[config.mk]
export PLATFORM = sky130hd
export DESIGN_NAME = tad_decoder
export DESIGN_NICKNAME = d
export VERILOG_FILES = /design/src/design/tad_pkg.sv /design/src/design/tad_cls_if.sv /design/src/design/tad_first_byte.sv /design/src/design/tad_disp_count.sv /design/src/design/tad_decoder.sv
export VERILOG_INCLUDE_DIRS = /design/src /design/src/design
export SDC_FILE = /design/constraint.sdc
export NUM_CORES = 1
export LEC_CHECK = 0
export BUFFER_PORTS_ARGS = -buffer_cell sky130_fd_sc_hd__buf_2
export CAP_MARGIN = 20
export CORE_MARGIN = 8
export CORE_UTILIZATION = 41
export DETAILED_ROUTE_END_ITERATION = 12
export PLACE_DENSITY_LB_ADDON = 0.15
export RECOVER_POWER = 100
export SYNTH_ARGS = -nofsm -noshare
export SYNTH_HDL_FRONTEND = slang
export SYNTH_SLANG_ARGS = --single-unit
[constraint.sdc]
create_clock -name clk_in -period 4.2 [get_ports clk_in]
set_input_delay 0.84 -clock clk_in [delete_from_list [all_inputs] [get_ports clk_in]]
set_output_delay 0.84 -clock clk_in [all_outputs]
set_load 0.03 [all_outputs]
[src/design/tad_regs.svh]
// constants for the transfer and arithmetic opcode decoder
`ifndef TAD_REGS_SVH
`define TAD_REGS_SVH

`define TAD_OP_SEG_FROM_RM 8'h8E
`define TAD_OP_SEG_TO_RM 8'h8C
`define TAD_OP_TABLE_XLT 8'hD7
`define TAD_OP_LOAD_EA 8'h8D
`define TAD_OP_FAR_DATA 8'hC5
`define TAD_OP_FAR_EXTRA 8'hC4
`define TAD_OP_HIGH_FROM_FLAGS 8'h9F
`define TAD_OP_FLAGS_FROM_HIGH 8'h9E
`define TAD_OP_ASCII_ADD 8'h37
`define TAD_OP_DECIMAL_ADD 8'h27
`define TAD_OP_ASCII_SUB 8'h3F
`define TAD_OP_DECIMAL_SUB 8'h2F
`define TAD_OP_ASCII_PRODUCT 8'hD4
`define TAD_OP_ASCII_DIV 8'hD5
`define TAD_OP_ASCII_BASE 8'h0A
`define TAD_OP_BYTE_TO_WORD 8'h98
`define TAD_OP_WORD_TO_DOUBLE 8'h99
// upper six bits of the d/w forms
`define TAD_PFX_ADD 6'h00
`define TAD_PFX_ADC 6'h04
`define TAD_PFX_SUB 6'h0A
`define TAD_PFX_SBB 6'h06
// upper seven bits of the w forms
`define TAD_PFX_ADC_ACC_IMM 7'h0A
`define TAD_PFX_GROUP3 7'h7B
// upper six bits of the s/w immediate group
`define TAD_PFX_IMM_GROUP 6'h20
// middle field codes
`define TAD_MID_UPRODUCT 3'h4
`define TAD_MID_SPRODUCT 3'h5
`define TAD_MID_DIV 3'h6
`define TAD_MID_SQUOTIENT 3'h7
`define TAD_MID_ADD 3'h0
`define TAD_MID_ADC 3'h2
`define TAD_MID_SBB 3'h3
`define TAD_MID_SUB 3'h5
`define TAD_MOD_REG 2'h3
`define TAD_RM_DIRECT 3'h6

`endif

[src/design/tad_pkg.sv]
// types shared by the opcode decoder files
package tad_pkg;
	typedef enum logic [4:0] {
		TAD_OP_NONE,
		TAD_OP_SEG_FROM_RM,
		TAD_OP_SEG_TO_RM,
		TAD_OP_TABLE_TRANSLATE_BYTE,
		TAD_OP_LOAD_EFFECTIVE_ADDRESS,
		TAD_OP_FAR_POINTER_LOAD_DATA_SEG,
		TAD_OP_FAR_POINTER_LOAD_EXTRA_SEG,
		TAD_OP_HIGH_ACCUM_FROM_FLAGS,
		TAD_OP_FLAGS_FROM_HIGH_ACCUM,
		TAD_OP_ADD,
		TAD_OP_ADD_WITH_CARRY,
		TAD_OP_SUBTRACT,
		TAD_OP_SUBTRACT_WITH_BORROW,
		TAD_OP_ADD_WITH_CARRY_IMM_ACC,
		TAD_OP_ADD_IMM_RM,
		TAD_OP_ADD_WITH_CARRY_IMM_RM,
		TAD_OP_SUBTRACT_IMM_RM,
		TAD_OP_SUBTRACT_WITH_BORROW_IMM_RM,
		TAD_OP_ASCII_ADJUST_ADD,
		TAD_OP_DECIMAL_ADJUST_ADD,
		TAD_OP_ASCII_ADJUST_SUBTRACT,
		TAD_OP_DECIMAL_ADJUST_SUBTRACT,
		TAD_OP_UNSIGNED_PRODUCT,
		TAD_OP_SIGNED_PRODUCT,
		TAD_OP_UNSIGNED_QUOTIENT,
		TAD_OP_SIGNED_QUOTIENT,
		TAD_OP_ASCII_ADJUST_MULTIPLY,
		TAD_OP_ASCII_ADJUST_DIVIDE,
		TAD_OP_BYTE_TO_WORD_EXTEND,
		TAD_OP_WORD_TO_DOUBLE_EXTEND,
		TAD_OP_INVALID
	} tad_op_e;

	// what follows the opcode byte
	typedef enum logic [1:0] {
		TAD_FOLLOW_NONE,
		TAD_FOLLOW_MODRM,
		TAD_FOLLOW_FIXED,
		TAD_FOLLOW_IMM
	} tad_follow_e;

	typedef struct packed {
		tad_op_e op;
		tad_follow_e follow;
		logic [2:0] need_mid;
		logic check_mid;
		logic check_mid_seg;
		logic dir_to_reg;
		logic word;
		logic sign_ext_imm;
		logic [1:0] imm_bytes;
	} tad_class_s;
endpackage : tad_pkg

[src/design/tad_cls_if.sv]
// carries the first-byte classification between the decoder's modules
interface tad_cls_if;
	logic [7:0] opcode;
	tad_pkg::tad_class_s cls;
	modport classifier (input opcode, output cls);
	modport user (output opcode, input cls);
endinterface : tad_cls_if

[src/design/tad_first_byte.sv]
// combinational classification of an opcode byte
`include "tad_regs.svh"
module tad_first_byte (
	tad_cls_if.classifier bus
);
	logic [7:0] b;
	assign b = bus.opcode;

	always_comb begin
		bus.cls = '0;
		bus.cls.op = tad_pkg::TAD_OP_INVALID;
		bus.cls.follow = tad_pkg::TAD_FOLLOW_NONE;
		bus.cls.word = b[0];
		bus.cls.dir_to_reg = b[1];
		if (b == `TAD_OP_SEG_FROM_RM) begin
			bus.cls.op = tad_pkg::TAD_OP_SEG_FROM_RM;
			bus.cls.follow = tad_pkg::TAD_FOLLOW_MODRM;
			bus.cls.check_mid_seg = 1'b1;
			bus.cls.dir_to_reg = 1'b1;
			bus.cls.word = 1'b1;
		end else if (b == `TAD_OP_SEG_TO_RM) begin
			bus.cls.op = tad_pkg::TAD_OP_SEG_TO_RM;
			bus.cls.follow = tad_pkg::TAD_FOLLOW_MODRM;
			bus.cls.check_mid_seg = 1'b1;
			bus.cls.dir_to_reg = 1'b0;
			bus.cls.word = 1'b1;
		end else if (b == `TAD_OP_TABLE_XLT) begin
			bus.cls.op = tad_pkg::TAD_OP_TABLE_TRANSLATE_BYTE;
			bus.cls.word = 1'b0;
		end else if (b == `TAD_OP_LOAD_EA) begin
			bus.cls.op = tad_pkg::TAD_OP_LOAD_EFFECTIVE_ADDRESS;
			bus.cls.follow = tad_pkg::TAD_FOLLOW_MODRM;
			bus.cls.dir_to_reg = 1'b1;
			bus.cls.word = 1'b1;
		end else if (b == `TAD_OP_FAR_DATA) begin
			bus.cls.op = tad_pkg::TAD_OP_FAR_POINTER_LOAD_DATA_SEG;
			bus.cls.follow = tad_pkg::TAD_FOLLOW_MODRM;
			bus.cls.dir_to_reg = 1'b1;
			bus.cls.word = 1'b1;
		end else if (b == `TAD_OP_FAR_EXTRA) begin
			bus.cls.op = tad_pkg::TAD_OP_FAR_POINTER_LOAD_EXTRA_SEG;
			bus.cls.follow = tad_pkg::TAD_FOLLOW_MODRM;
			bus.cls.dir_to_reg = 1'b1;
			bus.cls.word = 1'b1;
		end else if (b == `TAD_OP_HIGH_FROM_FLAGS) begin
			bus.cls.op = tad_pkg::TAD_OP_HIGH_ACCUM_FROM_FLAGS;
			bus.cls.word = 1'b0;
		end else if (b == `TAD_OP_FLAGS_FROM_HIGH) begin
			bus.cls.op = tad_pkg::TAD_OP_FLAGS_FROM_HIGH_ACCUM;
			bus.cls.word = 1'b0;
		end else if (b == `TAD_OP_ASCII_ADD) begin
			bus.cls.op = tad_pkg::TAD_OP_ASCII_ADJUST_ADD;
			bus.cls.word = 1'b0;
		end else if (b == `TAD_OP_DECIMAL_ADD) begin
			bus.cls.op = tad_pkg::TAD_OP_DECIMAL_ADJUST_ADD;
			bus.cls.word = 1'b0;
		end else if (b == `TAD_OP_ASCII_SUB) begin
			bus.cls.op = tad_pkg::TAD_OP_ASCII_ADJUST_SUBTRACT;
			bus.cls.word = 1'b0;
		end else if (b == `TAD_OP_DECIMAL_SUB) begin
			bus.cls.op = tad_pkg::TAD_OP_DECIMAL_ADJUST_SUBTRACT;
			bus.cls.word = 1'b0;
		end else if (b == `TAD_OP_ASCII_PRODUCT) begin
			bus.cls.op = tad_pkg::TAD_OP_ASCII_ADJUST_MULTIPLY;
			bus.cls.follow = tad_pkg::TAD_FOLLOW_FIXED;
			bus.cls.word = 1'b0;
		end else if (b == `TAD_OP_ASCII_DIV) begin
			bus.cls.op = tad_pkg::TAD_OP_ASCII_ADJUST_DIVIDE;
			bus.cls.follow = tad_pkg::TAD_FOLLOW_FIXED;
			bus.cls.word = 1'b0;
		end else if (b == `TAD_OP_BYTE_TO_WORD) begin
			bus.cls.op = tad_pkg::TAD_OP_BYTE_TO_WORD_EXTEND;
			bus.cls.word = 1'b0;
		end else if (b == `TAD_OP_WORD_TO_DOUBLE) begin
			bus.cls.op = tad_pkg::TAD_OP_WORD_TO_DOUBLE_EXTEND;
			bus.cls.word = 1'b1;
		end else if (b[7:2] == `TAD_PFX_ADD) begin
			bus.cls.op = tad_pkg::TAD_OP_ADD;
			bus.cls.follow = tad_pkg::TAD_FOLLOW_MODRM;
		end else if (b[7:2] == `TAD_PFX_ADC) begin
			bus.cls.op = tad_pkg::TAD_OP_ADD_WITH_CARRY;
			bus.cls.follow = tad_pkg::TAD_FOLLOW_MODRM;
		end else if (b[7:2] == `TAD_PFX_SUB) begin
			bus.cls.op = tad_pkg::TAD_OP_SUBTRACT;
			bus.cls.follow = tad_pkg::TAD_FOLLOW_MODRM;
		end else if (b[7:2] == `TAD_PFX_SBB) begin
			bus.cls.op = tad_pkg::TAD_OP_SUBTRACT_WITH_BORROW;
			bus.cls.follow = tad_pkg::TAD_FOLLOW_MODRM;
		end else if (b[7:1] == `TAD_PFX_ADC_ACC_IMM) begin
			bus.cls.op = tad_pkg::TAD_OP_ADD_WITH_CARRY_IMM_ACC;
			bus.cls.follow = tad_pkg::TAD_FOLLOW_IMM;
			bus.cls.imm_bytes = b[0] ? 2'd2 : 2'd1;
		end else if (b[7:1] == `TAD_PFX_GROUP3) begin
			// operation chosen by the middle field of the next byte
			bus.cls.op = tad_pkg::TAD_OP_NONE;
			bus.cls.follow = tad_pkg::TAD_FOLLOW_MODRM;
			bus.cls.check_mid = 1'b1;
		end else if (b[7:2] == `TAD_PFX_IMM_GROUP) begin
			bus.cls.op = tad_pkg::TAD_OP_NONE;
			bus.cls.follow = tad_pkg::TAD_FOLLOW_MODRM;
			bus.cls.check_mid = 1'b1;
			bus.cls.dir_to_reg = 1'b0;
			bus.cls.sign_ext_imm = b[1];
			bus.cls.imm_bytes = (!b[1] && b[0]) ? 2'd2 : 2'd1;
		end
	end
endmodule : tad_first_byte

[src/design/tad_disp_count.sv]
// displacement byte count implied by mod and rm
`include "tad_regs.svh"
module tad_disp_count (
	input wire logic [7:0] modrm_in,
	output logic [1:0] disp_bytes_out
);
	always_comb begin
		if (modrm_in[7:6] == 2'h0) begin
			disp_bytes_out = (modrm_in[2:0] == `TAD_RM_DIRECT) ? 2'd2 : 2'd0;
		end else if (modrm_in[7:6] == `TAD_MOD_REG) begin
			disp_bytes_out = 2'd0;
		end else begin
			disp_bytes_out = modrm_in[7:6];
		end
	end
endmodule : tad_disp_count

[src/design/tad_decoder.sv]
// transfer and arithmetic opcode decoder with byte stream sequencing
`include "tad_regs.svh"
module tad_decoder (
	input wire logic clk_in,
	input wire logic reset_n_in,
	input wire logic byte_valid_in,
	input wire logic [7:0] byte_in,
	output logic byte_ready_out,
	output logic done_out,
	output tad_pkg::tad_op_e op_out,
	output logic word_out,
	output logic dir_to_reg_out,
	output logic [1:0] mod_out,
	output logic [2:0] reg_out,
	output logic [2:0] rm_out,
	output logic [15:0] disp_out,
	output logic [15:0] imm_out,
	output logic invalid_out
);
	typedef enum logic [2:0] {
		TAD_ST_OPCODE,
		TAD_ST_MODRM,
		TAD_ST_FIXED,
		TAD_ST_DISP,
		TAD_ST_IMM
	} tad_state_e;

	tad_state_e state;
	tad_state_e next_state;
	tad_pkg::tad_class_s cls;
	tad_pkg::tad_class_s next_cls;
	logic [7:0] modrm;
	logic [7:0] next_modrm;
	logic [1:0] disp_left;
	logic [1:0] next_disp_left;
	logic [1:0] disp_got;
	logic [1:0] next_disp_got;
	logic [1:0] imm_left;
	logic [1:0] next_imm_left;
	logic [1:0] imm_got;
	logic [1:0] next_imm_got;
	logic [15:0] disp;
	logic [15:0] next_disp;
	logic [15:0] imm;
	logic [15:0] next_imm;
	logic done;
	logic next_done;
	tad_pkg::tad_op_e op;
	tad_pkg::tad_op_e next_op;
	logic invalid;
	logic next_invalid;
	logic [1:0] disp_need;
	logic take;

	tad_cls_if cls_bus ();
	assign cls_bus.opcode = byte_in;

	tad_first_byte u_first (
		.bus(cls_bus)
	);

	tad_disp_count u_disp (
		.modrm_in(byte_in),
		.disp_bytes_out(disp_need)
	);

	// middle-field selection for the grouped opcodes
	function automatic tad_pkg::tad_op_e group_op(input logic imm_group, input logic [2:0] mid);
		tad_pkg::tad_op_e r;
		r = tad_pkg::TAD_OP_INVALID;
		if (!imm_group) begin
			if (mid == `TAD_MID_UPRODUCT) begin
				r = tad_pkg::TAD_OP_UNSIGNED_PRODUCT;
			end else if (mid == `TAD_MID_SPRODUCT) begin
				r = tad_pkg::TAD_OP_SIGNED_PRODUCT;
			end else if (mid == `TAD_MID_DIV) begin
				r = tad_pkg::TAD_OP_UNSIGNED_QUOTIENT;
			end else if (mid == `TAD_MID_SQUOTIENT) begin
				r = tad_pkg::TAD_OP_SIGNED_QUOTIENT;
			end
		end else begin
			if (mid == `TAD_MID_ADD) begin
				r = tad_pkg::TAD_OP_ADD_IMM_RM;
			end else if (mid == `TAD_MID_ADC) begin
				r = tad_pkg::TAD_OP_ADD_WITH_CARRY_IMM_RM;
			end else if (mid == `TAD_MID_SUB) begin
				r = tad_pkg::TAD_OP_SUBTRACT_IMM_RM;
			end else if (mid == `TAD_MID_SBB) begin
				r = tad_pkg::TAD_OP_SUBTRACT_WITH_BORROW_IMM_RM;
			end
		end
		return r;
	endfunction : group_op

	// sign or zero extension of a lone immediate byte, chosen by sx
	function automatic logic [15:0] imm_finish(input logic [15:0] v, input logic sx,
		input logic two);
		logic [15:0] r;
		r = v;
		if (!two) begin
			r = sx ? {{8{v[7]}}, v[7:0]} : {8'h00, v[7:0]};
		end
		return r;
	endfunction : imm_finish

	// the stream never stalls; ready is held high in every cycle, including the one that shows the result
	assign take = byte_valid_in && byte_ready_out;
	assign byte_ready_out = 1'b1;

	always_comb begin
		next_state = state;
		next_cls = cls;
		next_modrm = modrm;
		next_disp_left = disp_left;
		next_disp_got = disp_got;
		next_imm_left = imm_left;
		next_imm_got = imm_got;
		next_disp = disp;
		next_imm = imm;
		next_op = op;
		next_invalid = invalid;
		next_done = 1'b0;
		if (take) begin
			case (state)
				TAD_ST_OPCODE: begin
					next_cls = cls_bus.cls;
					next_op = cls_bus.cls.op;
					next_invalid = 1'b0;
					next_modrm = 8'h00;
					next_disp = 16'h0000;
					next_imm = 16'h0000;
					next_disp_got = 2'd0;
					next_imm_got = 2'd0;
					next_imm_left = cls_bus.cls.imm_bytes;
					case (cls_bus.cls.follow)
						tad_pkg::TAD_FOLLOW_MODRM: next_state = TAD_ST_MODRM;
						tad_pkg::TAD_FOLLOW_FIXED: next_state = TAD_ST_FIXED;
						tad_pkg::TAD_FOLLOW_IMM: next_state = TAD_ST_IMM;
						default: begin
							next_done = 1'b1;
							next_invalid = (cls_bus.cls.op == tad_pkg::TAD_OP_INVALID);
						end
					endcase
				end
				TAD_ST_FIXED: begin
					// second byte must be the fixed base value
					if (byte_in != `TAD_OP_ASCII_BASE) begin
						next_op = tad_pkg::TAD_OP_INVALID;
						next_invalid = 1'b1;
					end
					next_done = 1'b1;
					next_state = TAD_ST_OPCODE;
				end
				TAD_ST_MODRM: begin
					next_modrm = byte_in;
					next_disp_left = disp_need;
					if (cls.check_mid) begin
						next_op = group_op(cls.imm_bytes != 2'd0, byte_in[5:3]);
					end
					if (cls.check_mid_seg && byte_in[5]) begin
						// the selector field holds only two segment bits
						next_op = tad_pkg::TAD_OP_INVALID;
					end
					if (disp_need != 2'd0) begin
						next_state = TAD_ST_DISP;
					end else if (cls.imm_bytes != 2'd0) begin
						next_state = TAD_ST_IMM;
					end else begin
						next_done = 1'b1;
						next_state = TAD_ST_OPCODE;
					end
					next_invalid = cls.check_mid || (cls.check_mid_seg && byte_in[5]) ?
						(next_op == tad_pkg::TAD_OP_INVALID) : 1'b0;
				end
				TAD_ST_DISP: begin
					if (disp_got == 2'd0) begin
						next_disp = {{8{byte_in[7]}}, byte_in};
					end else begin
						next_disp = {byte_in, disp[7:0]};
					end
					next_disp_got = disp_got + 2'd1;
					next_disp_left = disp_left - 2'd1;
					if (disp_left == 2'd1) begin
						if (cls.imm_bytes != 2'd0) begin
							next_state = TAD_ST_IMM;
						end else begin
							next_done = 1'b1;
							next_state = TAD_ST_OPCODE;
						end
					end
				end
				TAD_ST_IMM: begin
					if (imm_got == 2'd0) begin
						next_imm = imm_finish({8'h00, byte_in}, cls.sign_ext_imm, 1'b0);
					end else begin
						next_imm = {byte_in, imm[7:0]};
					end
					next_imm_got = imm_got + 2'd1;
					next_imm_left = imm_left - 2'd1;
					if (imm_left == 2'd1) begin
						next_done = 1'b1;
						next_state = TAD_ST_OPCODE;
					end
				end
				default: next_state = TAD_ST_OPCODE;
			endcase
		end
	end

	always_ff @(posedge clk_in) begin
		if (!reset_n_in) begin
			state <= TAD_ST_OPCODE;
			cls <= '0;
			modrm <= 8'h00;
			disp_left <= 2'd0;
			disp_got <= 2'd0;
			imm_left <= 2'd0;
			imm_got <= 2'd0;
			disp <= 16'h0000;
			imm <= 16'h0000;
			done <= 1'b0;
			op <= tad_pkg::TAD_OP_NONE;
			invalid <= 1'b0;
		end else begin
			state <= next_state;
			cls <= next_cls;
			modrm <= next_modrm;
			disp_left <= next_disp_left;
			disp_got <= next_disp_got;
			imm_left <= next_imm_left;
			imm_got <= next_imm_got;
			disp <= next_disp;
			imm <= next_imm;
			done <= next_done;
			op <= next_op;
			invalid <= next_invalid;
		end
	end

	assign done_out = done;
	assign op_out = op;
	assign invalid_out = invalid;
	assign word_out = cls.word;
	assign dir_to_reg_out = cls.dir_to_reg;
	assign mod_out = modrm[7:6];
	assign reg_out = modrm[5:3];
	assign rm_out = modrm[2:0];
	assign disp_out = disp;
	assign imm_out = imm;
endmodule : tad_decoder

==> summary.md <==
| Metric | Value |
|---|---|
| Reg2Reg Depth | 7 |
| Inserted Clock Buffers | 9 |
| CTS tree | yes |
| Uppermost layer routed | met4 |
| RSZ-0062 raised after global routing | no |
| FFs w/ async S/R, synth | 0 |
| Share of cells above drive strength 1 | 0.0842 |
| Most used DFF post-synth | dfxtp_1 |
| Slowest CP cell | nor2_1 |
| H-tree lvl count | 3 |
| Syn Inst Count | 464 |
| Die area | 0.0123 sq mm |
| Worst hold path stage count | 2 |
| PD cells | 399 mW/mm^2 |
| Worst Path Required | 4430 ps |
| Dpl hpwl | about 7200 microns |
| Via-per-instance ratio | 5.75 |
| Synth top cells by count | dfxtp_1, nand2_1, o21ai_0 |
| Root Buffer | clkbuf_8 |
| Avg Inst Size Synth | 7.96 sq um |
| Max cap viols | 1 |
| RePlAce Congestion | 0.923 |
| Largest net degree at the start of global routing | 65 |
| Vias in the first global route | 3421 |
| Fmax | 0.347 GHz |
| Worst R2R End | disp_out[3] |
| Tightest Pin Transition | 2290 ps |
| Synth top area share | 0.352 |
| Netlist Area Pre-Place | between 0.003 and 0.004 sq mm |
| WP data arrival | approximately 3100 ps |
| Startpoint types | input port |
| Worst R2R Start | state[2] |
| Met3 WL | 831 microns |
| Detailed-router iteration count before antenna repair | 4 |
| Critical Path Source | byte_valid_in |
| Drt total wl | 10700 microns |
| Post-CTS Setup Inserts | 0 |
| Clock Skew | 12.0 ps |
| Worst hold slack | 465 ps |
| Cts hold-fix bufs | 0 |
| Setup TNS | 0 ps |
| Yosys warning total | 0 |
| VDD IR max | 0.217 mV |
| Slew HR | -0.525 |
| Hold Path Origin | disp_out[15] |
| Detailed Route Iter0 Violations | 246 |
| GR Util All Layers | 0.172 |
| Synth top area cells | dfxtp_1, nor2b_1, o21ai_0 |
| Flops & latches, synth | 65 |
| Critical-path cell list | clkbuf_1 -> nor2b_1 -> nand2_1 -> nor2_1 -> o211ai_1 -> nand2_1 -> nor2_1 |
| P_leak | 0.00137 uW |
| Vias | approximately 3500 |
| First-pass GRT wire length | 17800 microns |
| Met2 WL post-DR | 4840 microns |
| CP max stage delay | 730 ps |
| Worst R2R Setup Slack | roughly 1500 ps |
| Fill cells | 902 |
| Failing checks | max-capacitance violations, max-slew violations |
| Sink Count | 65 |
| Num ports | between 60 and 70 |
| Total grt overflow | 0 |
| Final worst path period share | 0.687 |
| Final hold violation count | 0 |
| Kind of critical path | in2reg |
| Drt wl/cell | 17.6 microns |
| Initial core utilization | 0.424 |
| Max-slew violations | 65 |
| Crit path capture type | flip-flop |
| N_diodes | 0 |
| DRC | 0 |
| Clk_lat worst skew | 350 ps |
| WL met1 | 4920 microns |
| Final net count | 509 |
| Status | finished with violations |
| Place WS | 1160 ps |
| WHS Endpoint | disp_out[15] |
| Most common cell in the netlist | dfxtp_1 |
| CTS clk-pin slew, worst paths | ~70 ps |
| Die W | 111 microns |
| Post-synth EDFFs | 0 |
| Clock period minus worst slack | just under 3000 ps |
| Hold crit path type | reg2reg |
| Layout area overhead | 10.9% |
| Rows | 34 |
| Final worst setup slack | 1310 ps |
| Crit-path max FO | 15 |
| Clock Tree Buf Depth | 2 |
| Synth unique cells | just under 70 |
| Seq/Total Area, Yosys | 0.352 |
| Post_cts resized | 0 |
| Cell taking the most area after synthesis | dfxtp_1 |
| IO buf count | 59 |
| DRT antenna net count | 0 |
| Initial antenna violation count | 0 |
| Die Ht | 111 microns |
| Syn nets | 479 |
| Core ar. | 0.00872 sq mm |
| Final setup viols | 0 |
==> worst max-delay path by stage <==
stage | end | cells after the start
finish | imm_left[0] | 7
global route | imm_left[0] | 7
CTS | imm_left[0] | 7
detailed placement | cls[0] | 7
global placement | imm_left[0] | 7
floorplan | state[0] | 7
==> flip-flops by register name, indices dropped and copies added, names as in the netlist <==
| name | cells |
|---|---|
| cls | 5 |
| dir_to_reg_out | 1 |
| disp_got | 2 |
| disp_left | 2 |
| disp_out | 16 |
| done_out | 1 |
| imm_got | 2 |
| imm_left | 2 |
| imm_out | 16 |
| invalid_out | 1 |
| modrm | 8 |
| op_out | 5 |
| state | 3 |
| word_out | 1 |
==> report_power, final <==
part	internal, uW	switching, uW	total (uW)
combinational	101	235	336
clock	341	272	613
sequential	646	38.0	684
total	1090	545	1630
==> worst max-delay path: cells and delay by family <==
family,cells,cell delay (ps)
compound gates,1,170
simple gates,5,1770
buf+inv,1,310
==> through the flow <==
step,power [uW],std cells,utilization,instance area (sq um)
6_report,1630,607,0.470,4100
5_1_grt,1720,607,0.470,4100
4_1_cts,1650,607,0.477,4160
3_3_place_gp,1040,591,0.452,3940
3_5_place_dp,1030,591,0.452,3940
2_1_floorplan,949,464,-,3690
==> per-layer routing <==
layer | up-vias | global-route usage
li1 | 1725 | -
met1 | 1622 | 0.220
met2 | 130 | 0.263
met3 | 11 | 0.0525
met4 | 0 | 0.0640
met5 | - | 0
==> cell families (layout without fill, tap and decap cells) <==
kind of cell    after synthesis  in the layout  synth area share
compound gates              159            159             0.296
xor+xnor                      1              1           0.00237
fa+ha+maj                     4              4            0.0136
buf+inv                      62             97            0.0739
flops                        65             65             0.352
mux                           3              3           0.00881
other cells                   1              1           0.00102
simple gates                169            169             0.252
==> final cells by class <==
type | instances | area [sq um] | area share
tap | 108 | 135 | 0.0330
clock buffer | 9 | 124 | 0.0302
sequential | 65 | 1300 | 0.318
clock inverter | 7 | 103 | 0.0250
multi-input combinational | 337 | 2120 | 0.517
inverter | 21 | 78.8 | 0.0192
timing repair buffer | 60 | 235 | 0.0574
==> placed cells by master (no fill, tap or decap), types with 4 or more instances in the layout <==
cell type,netlist,final
dfxtp_1,65,65
a31oi_1,8,8
nand2_1,48,48
a21oi_1,16,16
o22ai_1,4,4
nor2b_1,35,35
a22oi_1,25,25
and2_1,7,6
a21boi_0,17,23
inv_1,21,21
nor2_1,23,23
o21ai_0,43,43
ha_1,4,4
nor3_1,5,5
and3_1,5,5
clkbuf_8,0,9
buf_2,11,8
nand3_1,16,16
clkbuf_1,21,52
nand4_1,4,4
o2111ai_1,4,4
No activity file was read; power rests on OpenSTA's default activity.
